===== config.mk =====
export PLATFORM = sky130hd
export DESIGN_NAME = tpps_sequencer
export DESIGN_NICKNAME = d
export VERILOG_FILES = /design/src/inc/tpps_pkg.sv /design/src/rtl/tpps_sync.sv /design/src/rtl/tpps_sequencer.sv
export VERILOG_INCLUDE_DIRS = /design/src /design/src/inc
export SDC_FILE = /design/constraint.sdc
export NUM_CORES = 1
export LEC_CHECK = 0
export BUFFER_PORTS_ARGS = -buffer_cell sky130_fd_sc_hd__buf_2
export CORE_UTILIZATION = 64
export CTS_BUF_LIST = sky130_fd_sc_hd__clkbuf_2 sky130_fd_sc_hd__clkbuf_4 sky130_fd_sc_hd__clkbuf_8
export DETAILED_ROUTE_END_ITERATION = 16
export PLACE_DENSITY_LB_ADDON = 0.3
export SLEW_MARGIN = 40
export SYNTH_ARGS = -nofsm -noshare
export SYNTH_HDL_FRONTEND = slang
export SYNTH_HIERARCHICAL = 1
export SYNTH_SLANG_ARGS = --single-unit
export TNS_END_PERCENT = 1

===== constraint.sdc =====
create_clock -name sys_clk -period 2.4 [get_ports sys_clk]
set_input_delay 0.36 -clock sys_clk [delete_from_list [all_inputs] [get_ports sys_clk]]
set_output_delay 0.36 -clock sys_clk [all_outputs]
set_load 0.05 [all_outputs]

===== src/inc/tpps_cfg.svh =====
`ifndef TPPS_CFG_SVH
`define TPPS_CFG_SVH
// ==========================================
// timing figures (us) and clock rate
`define TPPS_CLK_MHZ 100
`define TPPS_CC_ON_US 1300
`define TPPS_SBU_ON_US 1300
`define TPPS_PULLDOWN_RELEASE_US 5700
`define TPPS_FAULT_RECOVER_US 5000
`define TPPS_CC_DEBOUNCE_US 900
`define TPPS_SBU_DEBOUNCE_US 600
`define TPPS_CYC(us) ((us) * `TPPS_CLK_MHZ)
`define TPPS_CNT_W 20
`endif


===== src/inc/tpps_pkg.sv =====
`default_nettype none
package tpps_pkg;
   typedef enum logic [2:0] {TPPS_OFF, TPPS_POWERUP, TPPS_RUN, TPPS_OVP, TPPS_RECOVER, TPPS_OTP} tpps_state_t;
endpackage
`default_nettype wire


===== src/rtl/tpps_sync.sv =====
`include "tpps_cfg.svh"
`default_nettype none
// ==========================================
// two-flop synchroniser, one per detector line
module tpps_sync #(
   parameter int WIDTH = 1
) (
   // clock and reset
   input wire logic sys_clk,
   input wire logic reset_n,
   // lines
   input wire logic [WIDTH-1:0] async_in,
   output logic [WIDTH-1:0] sync_out
);
   logic [WIDTH-1:0] meta_q;
   always_ff @(posedge sys_clk)
   begin
      if (!reset_n)
      begin
         meta_q <= '0;
         sync_out <= '0;
      end
      else
      begin
         meta_q <= async_in;
         sync_out <= meta_q;
      end
   end
endmodule
`default_nettype wire


===== src/rtl/tpps_sequencer.sv =====
`include "tpps_cfg.svh"
`default_nettype none
module tpps_sequencer #(
   parameter int CNT_W = `TPPS_CNT_W,
   parameter int CC_ON_CYC = `TPPS_CYC(`TPPS_CC_ON_US),
   parameter int SBU_ON_CYC = `TPPS_CYC(`TPPS_SBU_ON_US),
   parameter int PD_RELEASE_CYC = `TPPS_CYC(`TPPS_PULLDOWN_RELEASE_US),
   parameter int RECOVER_CYC = `TPPS_CYC(`TPPS_FAULT_RECOVER_US),
   parameter int CC_DEB_CYC = `TPPS_CYC(`TPPS_CC_DEBOUNCE_US),
   parameter int SBU_DEB_CYC = `TPPS_CYC(`TPPS_SBU_DEBOUNCE_US)
) (
   // clock and reset
   input wire logic sys_clk,
   input wire logic reset_n,
   // detectors (asynchronous)
   input wire logic supply_lockout,
   input wire logic cc_overvoltage,
   input wire logic sbu_overvoltage,
   input wire logic over_temp,
   // pull-down straps
   input wire logic pulldown_gate_one,
   input wire logic pulldown_gate_two,
   // switch controls
   output logic cc_switch_on,
   output logic sbu_switch_on,
   output logic dead_battery_pulldown,
   // open-drain fault flag
   output logic fault_flag_n_o,
   output logic fault_flag_n_oe
);
   logic [3:0] det;
   logic lock_s, ccov_s, sbuov_s, otp_s;
   logic [CNT_W-1:0] timer_q, ccdeb_q, sbudeb_q;
   logic ov_clear;
   tpps_pkg::tpps_state_t state_q;
   logic cc_q, sbu_q, pd_q, flag_q;

   // ==========================================
   // input synchronisers
   // supply-good is synchronised, so a cleared synchroniser reads as lockout
   tpps_sync #(.WIDTH(4)) tpps_sync_inst (
      .sys_clk(sys_clk),
      .reset_n(reset_n),
      .async_in({!supply_lockout, cc_overvoltage, sbu_overvoltage, over_temp}),
      .sync_out(det)
   );
   assign lock_s = !det[3];
   assign ccov_s = det[2];
   assign sbuov_s = det[1];
   assign otp_s = det[0];

   // ==========================================
   // overvoltage release debounce
   always_ff @(posedge sys_clk)
   begin
      if (!reset_n || ccov_s)
         ccdeb_q <= '0;
      else if (ccdeb_q != CNT_W'(CC_DEB_CYC))
         ccdeb_q <= ccdeb_q + 1'b1;
      if (!reset_n || sbuov_s)
         sbudeb_q <= '0;
      else if (sbudeb_q != CNT_W'(SBU_DEB_CYC))
         sbudeb_q <= sbudeb_q + 1'b1;
   end
   assign ov_clear = (ccdeb_q == CNT_W'(CC_DEB_CYC)) && (sbudeb_q == CNT_W'(SBU_DEB_CYC));

   // ==========================================
   // sequencing state machine
   always_ff @(posedge sys_clk)
   begin
      if (!reset_n)
      begin
         state_q <= tpps_pkg::TPPS_OFF;
         timer_q <= '0;
      end
      else if (lock_s)
      begin
         state_q <= tpps_pkg::TPPS_OFF;
         timer_q <= '0;
      end
      else
      begin
         timer_q <= timer_q + 1'b1;
         case (state_q)
            tpps_pkg::TPPS_OFF:
            begin
               state_q <= tpps_pkg::TPPS_POWERUP;
               timer_q <= '0;
            end
            tpps_pkg::TPPS_POWERUP, tpps_pkg::TPPS_RUN:
            begin
               if (otp_s)
               begin
                  state_q <= tpps_pkg::TPPS_OTP;
                  timer_q <= '0;
               end
               else if (ccov_s || sbuov_s)
               begin
                  state_q <= tpps_pkg::TPPS_OVP;
                  timer_q <= '0;
               end
               else if (state_q == tpps_pkg::TPPS_POWERUP && timer_q >= CNT_W'(PD_RELEASE_CYC))
                  state_q <= tpps_pkg::TPPS_RUN;
               else if (state_q == tpps_pkg::TPPS_RUN)
                  timer_q <= timer_q;
            end
            tpps_pkg::TPPS_OVP:
            begin
               timer_q <= '0;
               if (otp_s)
                  state_q <= tpps_pkg::TPPS_OTP;
               else if (ov_clear)
                  state_q <= tpps_pkg::TPPS_RECOVER;
            end
            tpps_pkg::TPPS_RECOVER:
            begin
               if (otp_s)
               begin
                  state_q <= tpps_pkg::TPPS_OTP;
                  timer_q <= '0;
               end
               else if (ccov_s || sbuov_s)
               begin
                  state_q <= tpps_pkg::TPPS_OVP;
                  timer_q <= '0;
               end
               else if (timer_q >= CNT_W'(RECOVER_CYC))
                  state_q <= tpps_pkg::TPPS_RUN;
            end
            tpps_pkg::TPPS_OTP:
            begin
               timer_q <= '0;
               if (!otp_s)
                  state_q <= tpps_pkg::TPPS_POWERUP;
            end
            default:
            begin
               state_q <= tpps_pkg::TPPS_OFF;
               timer_q <= '0;
            end
         endcase
      end
   end

   // ==========================================
   // switch and flag registers
   always_ff @(posedge sys_clk)
   begin
      if (!reset_n)
      begin
         cc_q <= 1'b0;
         sbu_q <= 1'b0;
         pd_q <= 1'b1;
         flag_q <= 1'b0;
      end
      else
      begin
         case (state_q)
            tpps_pkg::TPPS_POWERUP:
            begin
               cc_q <= !lock_s && timer_q >= CNT_W'(CC_ON_CYC);
               sbu_q <= !lock_s && timer_q >= CNT_W'(SBU_ON_CYC);
               pd_q <= 1'b1;
               flag_q <= 1'b0;
            end
            tpps_pkg::TPPS_RUN, tpps_pkg::TPPS_RECOVER:
            begin
               cc_q <= !lock_s && state_q == tpps_pkg::TPPS_RUN;
               sbu_q <= !lock_s && state_q == tpps_pkg::TPPS_RUN;
               pd_q <= lock_s || state_q == tpps_pkg::TPPS_RECOVER;
               flag_q <= !lock_s && state_q == tpps_pkg::TPPS_RECOVER;
            end
            tpps_pkg::TPPS_OVP:
            begin
               cc_q <= 1'b0;
               sbu_q <= 1'b0;
               pd_q <= 1'b1;
               flag_q <= !lock_s;
            end
            tpps_pkg::TPPS_OTP:
            begin
               cc_q <= 1'b0;
               sbu_q <= 1'b0;
               pd_q <= lock_s;
               flag_q <= !lock_s;
            end
            default:
            begin
               cc_q <= 1'b0;
               sbu_q <= 1'b0;
               pd_q <= 1'b1;
               flag_q <= 1'b0;
            end
         endcase
      end
   end

   // ==========================================
   // outputs; lockout acts without waiting for the machine
   assign cc_switch_on = cc_q && !lock_s;
   assign sbu_switch_on = sbu_q && !lock_s;
   assign dead_battery_pulldown = (pd_q || lock_s) && (pulldown_gate_one || pulldown_gate_two);
   assign fault_flag_n_o = 1'b0;
   assign fault_flag_n_oe = flag_q && !lock_s;
endmodule
`default_nettype wire


==> flow_summary_export.csv, run 1 <==
group,metric,value,unit
run_status,run_status,"completed",
clock_tree,h-tree-depth,3,
pwr,total_power,0.00227,W
sta,worst_slew_pin_slew,750,ps
clock_tree,clkSinkCount,74,
sta,finalSetupViolCount,0,
critical_path,critPathArrivalTime,2210,ps
placement,dp_hpwl,5040,um
clock_tree,cts_setup_buffers,0,
final_layout,fin_nets,452,
drt,ant_nets,0,
placement,io_buffers,11,
pwr,p_leak,1.30,nW
floorplan,core-area,0.00527,mm2
critical_path,endpoint_kind,"flip-flop",
clock_tree,cts_resized,0,
synthesis,postSynth.asyncResetShare,0,
grt,antenna_found_initial,0,
clock_tree,cts_buffers,9,
clock_tree,cts_tree,"built",
grt,grt_pass1_vias,2730,
sta,maxSlewHeadroom,0.500,
synthesis,synth-edff-count,0,
grt,groute.usage.overall,0.257,
sta,min_period_over_period,0.836,
drt,wl_per_cell,14.1,um
floorplan,rows,26,
final_layout,syn_to_final_growth,7.98,%
sta,fmax,499,MHz
clock_tree,cts_hold_buffers,0,
synthesis,synthFlopType,"dfxtp_1",
synthesis,synth_compound_area_frac,0.107,
drt,dr.pass1.iters,5,
drt,first_iter_violations,193,
synthesis,synth_top_family_by_area,"simple AND/OR/NAND/NOR gates",
sta,final_max_slew_viol_count,0,
synthesis,yosysWarnings,6,
sta,rsz0062_at_grt,"no",
sta,period_needed,2010,ps
clock_tree,clkTransAtPathRegs,80,ps
final_layout,finish.utilization,0.736,
critical_path,critical_path_required,2610,ps
sta,fin_tns_setup,0,ps
floorplan,die_height,76.9,um
clock_tree,clockRootBuffer,"clkbuf_8",
run,maxCapViolCount,0,
clock_tree,max-clock-path-buffers,2,
clock_tree,worst_skew_pair.late_latency,340,ps
synthesis,avgSynthCellArea,8.39,um2
placement,routabilityCongestion,0.921,
synthesis,synth-seq-area-share,0.413,
critical_path,crit_type,"flip-flop to flip-flop",
synthesis,syn-num-nets,442,
final_layout,drive_gt1_frac,0.0880,
pwr,p_per_area,586,mW/mm2
critical_path,start_kind,"flip-flop",
floorplan,die_area,0.00591,mm2
synthesis,synthMuxAreaShare,0.0143,
grt,grt_pass1_wl,12000,um
synthesis,synth_cell_type_count,56,
synthesis,synth_xor_area_frac,0.110,
critical_path,path_max_fanout,9,
floorplan,dieWidth,76.9,um
synthesis,syn_area,0.00359,mm2
floorplan,io_pins,13,
hold_path,min_path_type,"primary input to flip-flop",
sta,clock_skew,8.01,ps
synthesis,syn_inst,428,
synthesis,synth_seq_cells,74,
pwr,peakVddDrop,0.584,mV
grt,grt_max_degree,21,
synthesis,synth_fa_ha_area_frac,0.0209,
drt,vias_per_cell,5.88,
grt,grt-ovfl-total,0,
drt,vias,3017,
drt,wl,7240,um
synthesis,synth_simple_gate_area_frac,0.298,
floorplan,start_util,0.681,
sta,finalHoldViolCount,0,
final_layout,n_antenna_cell,0,
drt,route.detailed.drc,0,
## power by group
| part | switching, W | leakage (nW) | total [W] | internal, W |
|---|---|---|---|---|
| logic | 0.0000512 | 0.604 | 0.0000835 | 0.0000323 |
| clock network | 0.000447 | 0.0992 | 0.000931 | 0.000484 |
| registers | 0.0000167 | 0.599 | 0.00126 | 0.00124 |
## critical path, stage by stage (launching register included)
cell and delay [ps]:
dfxtp_1 380, or3_1 400, a2111oi_0 570, o21a_1 200, o311ai_1 160, mux2i_1 160
## through the flow
step                      setup WS, ps  hold slack, ps  instances  instance area [um2]
after floorplan                    641             406        428                 3590
after global routing               315             213        513                 3880
after global placement             401             409        497                 3690
after detailed placement           375             417        497                 3690
after CTS                          374             216        513                 3880
final                              395             224        513                 3880
## flip-flops by register name, summed over array words and instances, names as in the netlist
signal                   flops
state_q                      3
sbudeb_q                    20
sbu_q                        1
timer_q                     20
tpps_sync_inst/sync_out      4
flag_q                       1
pd_q                         1
tpps_sync_inst/meta_q        4
ccdeb_q                     20
## worst paths after layout
| kind | end | start | slack [ps] | depth (start not counted) |
|---|---|---|---|---|
| min reg2reg | tpps_sync_inst/sync_out[3]$_SDFF_PN0_ | tpps_sync_inst/meta_q[3]$_SDFF_PN0_ | 440 | 1 |
| max reg2reg | state_q[0]$_SDFFE_PN0P_ | timer_q[16]$_SDFFE_PN0P_ | 390 | 5 |
| max | state_q[0]$_SDFFE_PN0P_ | timer_q[16]$_SDFFE_PN0P_ | 390 | 5 |
| min | tpps_sync_inst/meta_q[1]$_SDFF_PN0_ | sbu_overvoltage | 220 | 2 |
## placed cells by master, fill, tap and decap left out, drive strengths merged, types with 2 or more instances in the layout
cell     instances
a211oi           2
nand3           22
o21ai           12
and2            11
xor2            23
ha               6
o41ai            2
clkinv           4
inv             17
mux2i            4
o221a            2
nor4b            4
or3             12
a2111oi          2
nor3            18
nor4             6
nor4bb           2
nand4           13
nand2b           5
a31oi            2
o31a             2
nand2           33
nor2b            4
o311ai           4
clkbuf          10
dfxtp           74
and3             5
xnor2           22
or3b             2
a21oi           16
buf             14
nor2            62
and4             4
o21a             2
## cell families (layout without fill, tap and decap cells)
| kind of cell | Yosys count | in the layout |
|---|---|---|
| flops | 74 | 74 |
| mux | 5 | 5 |
| xor+xnor | 45 | 45 |
| fa+ha+maj | 6 | 6 |
| simple gates | 209 | 209 |
| compound gates | 56 | 56 |
| buf+inv | 32 | 47 |
| other cells | 1 | 1 |
## cells in the mapped netlist (all sizes together) (5+ instances only)
cell	n	area [um2]
nand2b	5	31.3
clkbuf	11	42.5
nand4	13	81.3
xor2	23	201
and3	5	31.3
nand3	22	110
nor4	6	37.5
a21oi	16	80.1
ha	6	75.1
nor2	62	233
inv	17	63.8
o21ai	12	60.1
nand2	33	124
nor3	18	90.1
and2	11	68.8
or3	12	80.1
dfxtp	74	1480
xnor2	22	193
## cell type report
type / instances / area, um2
multi-input combinational: 322 / 1980
sequential: 74 / 1480
fill: 412 / 1390
clock buffer: 10 / 131
tap: 70 / 87.6
timing repair buffer: 14 / 77.6
inverter: 17 / 63.8
clock inverter: 6 / 57.6
## metal layers
metal,vias to the layer above,global-route usage,share of wire
met5,-,0,0
met4,0,0.110,0.020
met3,16,0.0631,0.037
met2,76,0.434,0.49
met1,1402,0.310,0.45
li1,1523,-,-
No activity file was read; power rests on OpenSTA's default activity.
==> run 2: changes to the inputs <==
ABC_AREA = 1   (was default)
clock period = 1.9 ns   (was 2.4 ns; I/O delays follow)
==> run 2 against run 1 <==
  * The run now ends with design-rule violations left
  * Die area is 8.3% higher
  * Non-clock buffer count grew 1
  * Design area rose by 10%
  * Clock power grew 49%
  * Critical path type unchanged
  * Critical endpoint is now state_q[2]$_SDFFE_PN0P_
  * Largest power group unchanged
==> flow_summary_export.csv, run 2 <==
group,metric,value,unit
hold_path,min-delay-start,"over_temp",
final_layout,drive_gt1_frac,0.129,
drt,wl,8380,um
synthesis,syn_area,0.00390,mm2
pwr,p_seq_frac,0.511,
clock_tree,h-tree-depth,3,
pwr,intPower,0.00244,W
drt,first_iter_violations,238,
placement,io_buffers,11,
sta,min_period_over_period,0.916,
synthesis,synth_top_family_by_area,"simple AND/OR/NAND/NOR gates",
floorplan,die_height,80.0,um
critical_path,r2r-start,"sbudeb_q[0]$_SDFFE_PP0N_",
synthesis,synth_compound_area_frac,0.113,
pwr,comb_power_share,0.040,
grt,grt_pass1_vias,3367,
clock_tree,cts_setup_buffers,0,
synthesis,postSynth.asyncResetShare,0,
synthesis,synthMostInstantiatedCell,"nand2_1",
grt,grt_max_degree,14,
grt,groute.usage.overall,0.280,
grt,met1_usage,0.338,
synthesis,synth_top_cell_by_area,"dfxtp_1",
critical_path,critPathArrivalTime,1990,ps
critical_path,crit_top_cell,"nand2_2",
sta,clock_skew,7.59,ps
pwr,p_per_area,726,mW/mm2
synthesis,synth_fa_ha_area_frac,0.0193,
grt,antenna_found_initial,0,
drt,ant_nets,0,
pwr,swShare,0.212,
synthesis,synth-seq-area-share,0.380,
critical_path,endpoint_kind,"flip-flop",
clock_tree,cts_buffers,9,
critical_path,slowest_stage,"dfxtp_1",
critical_path,start_kind,"flip-flop",
critical_path,crit_path_start,"sbudeb_q[0]$_SDFFE_PP0N_",
grt,gr-max-usage-layer,"met2",
pwr,p_sw,0.000657,W
final_layout,syn_to_final_growth,9.53,%
pwr,peakVddDrop,0.542,mV
final_layout,fin_nets,598,
clock_tree,cts_hold_buffers,0,
drt,dr.pass1.iters,10,
run,maxCapViolCount,0,
sta,holdWs,132,ps
drt,vias,3663,
placement,routabilityCongestion,0.913,
sta,fmax,574,MHz
clock_tree,clkSinkCount,74,
final_layout,finish.utilization,0.725,
final_layout,final_cell_mix,"nand2_1 (111), inv_1 (83), nor2_1 (72), dfxtp_1 (72), a21oi_1 (41)",
synthesis,synthMuxAreaShare,0,
grt,grt-ovfl-total,0,
clock_tree,clkTransAtPathRegs,70,ps
synthesis,yosysWarnings,6,
clock_tree,clockRootBuffer,"clkbuf_8",
floorplan,io_pins,13,
drt,route.detailed.drc,1,
synthesis,syn-num-nets,579,
sta,final_max_slew_viol_count,0,
placement,dp_hpwl,6020,um
sta,finalSetupViolCount,0,
floorplan,die_area,0.00641,mm2
synthesis,avgSynthCellArea,6.90,um2
floorplan,core-area,0.00589,mm2
synthesis,synth_seq_cells,74,
synthesis,synth-edff-count,0,
drt,wl_per_cell,12.6,um
sta,finalHoldViolCount,0,
critical_path,critical_path_required,2150,ps
final_layout,stdcell_area,0.00427,mm2
floorplan,start_util,0.662,
final_layout,reg.largest.list,"ccdeb_q (20), sbudeb_q (20), timer_q (20)",
floorplan,dieWidth,80.0,um
critical_path,cp_cell_sequence,"inv_1, ha_1, nand2_1, nor2_1, nand3_2, nor2_4, nand2_2, nand2_2, nand2_2, nor2_4, nand2_2, o21ai_1, inv_1",
synthesis,synth_xor_area_frac,0.0202,
synthesis,synth_area_leaders,"dfxtp_1 (38%), nand2_1 (11%), inv_1 (8.0%)",
drt,vias_per_cell,5.52,
sta,period_needed,1740,ps
sta,rsz0062_at_grt,"yes",
grt,grt_use_met2,0.476,
hold_path,min_path_type,"primary input to flip-flop",
grt,grtUsageMet3,0.0457,
synthesis,synthFlopType,"dfxtp_1",
clock_tree,cts_tree,"built",
critical_path,slowest_delay,340,ps
pwr,p_leak,1.73,nW
synthesis,synth_cell_type_count,41,
floorplan,rows,28,
pwr,total_power,0.00310,W
synthesis,ys_top_cells_by_count,"nand2_1 (111), inv_1 (83), dfxtp_1 (74), nor2_1 (73), a21oi_1 (41)",
critical_path,path_max_fanout,6,
synthesis,synth_top_cell_area_share,0.380,
run_status,run_status,"complete, but fails checks",
final_layout,n_antenna_cell,0,
grt,grt_pass1_wl,14100,um
pwr,p_clk_frac,0.449,
synthesis,syn_inst,565,
critical_path,crit_type,"flip-flop to flip-flop",
clock_tree,worst_skew_pair.late_latency,350,ps
run_status,violations,"design-rule violations",
final_layout,final_common_cell,"nand2_1",
placement,placed_area,0.00403,mm2
clock_tree,max-clock-path-buffers,2,
synthesis,synth_simple_gate_area_frac,0.365,
## run 2: cell count changes in the layout (fill, tap and decap cells not counted), sizes merged, moves of 11 or more
cell / delta
xnor2: -22
o21ai: +11
or3: -12
and2: -11
xor2: -14
a21oi: +25
nand2: +88
nor2: +21
inv: +76
## run 2: per-stage QoR
stage	setup TNS, ps	std cells	worst slack (ps)
global placement	0	648	294
finish	0	663	159
CTS	0	663	160
floorplan	0	565	380
global route	-26.1	663	-16.9
detailed placement	0	648	188
## run 2: cells by family (layout without fill, tap and decap cells)
family,count (synthesis),after routing
buffers and inverters,101,124
DFF,74,74
and+or+nand+nor,295,295
AOI/OAI and AO/OA,79,79
adders and majority gates,6,6
other,1,1
xor gates and xnor gates,9,9
## run 2: worst paths after layout
path | slack (ps) | cells past startpoint | endpoint
worst max register to register | 160 | 13 | state_q[2]$_SDFFE_PN0P_
worst min-delay path | 130 | 3 | tpps_sync_inst/meta_q[0]$_SDFF_PN0_
worst min register to register | 410 | 2 | tpps_sync_inst/sync_out[3]$_SDFF_PN0_
worst max-delay path | 160 | 13 | state_q[2]$_SDFFE_PN0P_
## run 2: cell type report
cell class	instances	area [um2]
inverters	94	353
repair buffers	15	85.1
well taps	75	93.8
clock inverters	2	60.1
flip-flops and latches	74	1480
fillers	468	1620
multi-input cells	390	2030
clock buffers	13	166
## run 2: repair_timing
item                                    CTS  global route
endpoints found under the hold margin     0             0
endpoints found under the setup margin    0             6
resized for setup                         0             4
## run 2: per-layer routing
| metal | routed length, um | share of wire | up-vias |
|---|---|---|---|
| li1 | - | - | 1857 |
| met1 | 3680 | 0.44 | 1673 |
| met2 | 4140 | 0.49 | 109 |
| met3 | 343 | 0.041 | 24 |
| met4 | 220 | 0.026 | 0 |
| met5 | 0 | 0 | - |
## run 2: power by group through the flow
stage                     sequential, W  clock, W  combinational [W]
after detailed placement        0.00162         0           0.000122
after floorplan                 0.00162         0          0.0000900
after global placement          0.00162         0           0.000115
after CTS                       0.00158   0.00141           0.000123
final                           0.00159   0.00139           0.000124
after global routing            0.00159   0.00148           0.000142
## run 2: critical path, delay by kind of cell (launching register included)
| kind | cells | cell delay (ps) |
|---|---|---|
| fa+ha+maj | 1 | 160 |
| compound gates | 1 | 120 |
| buf+inv | 2 | 150 |
| flops | 1 | 340 |
| simple gates | 9 | 880 |
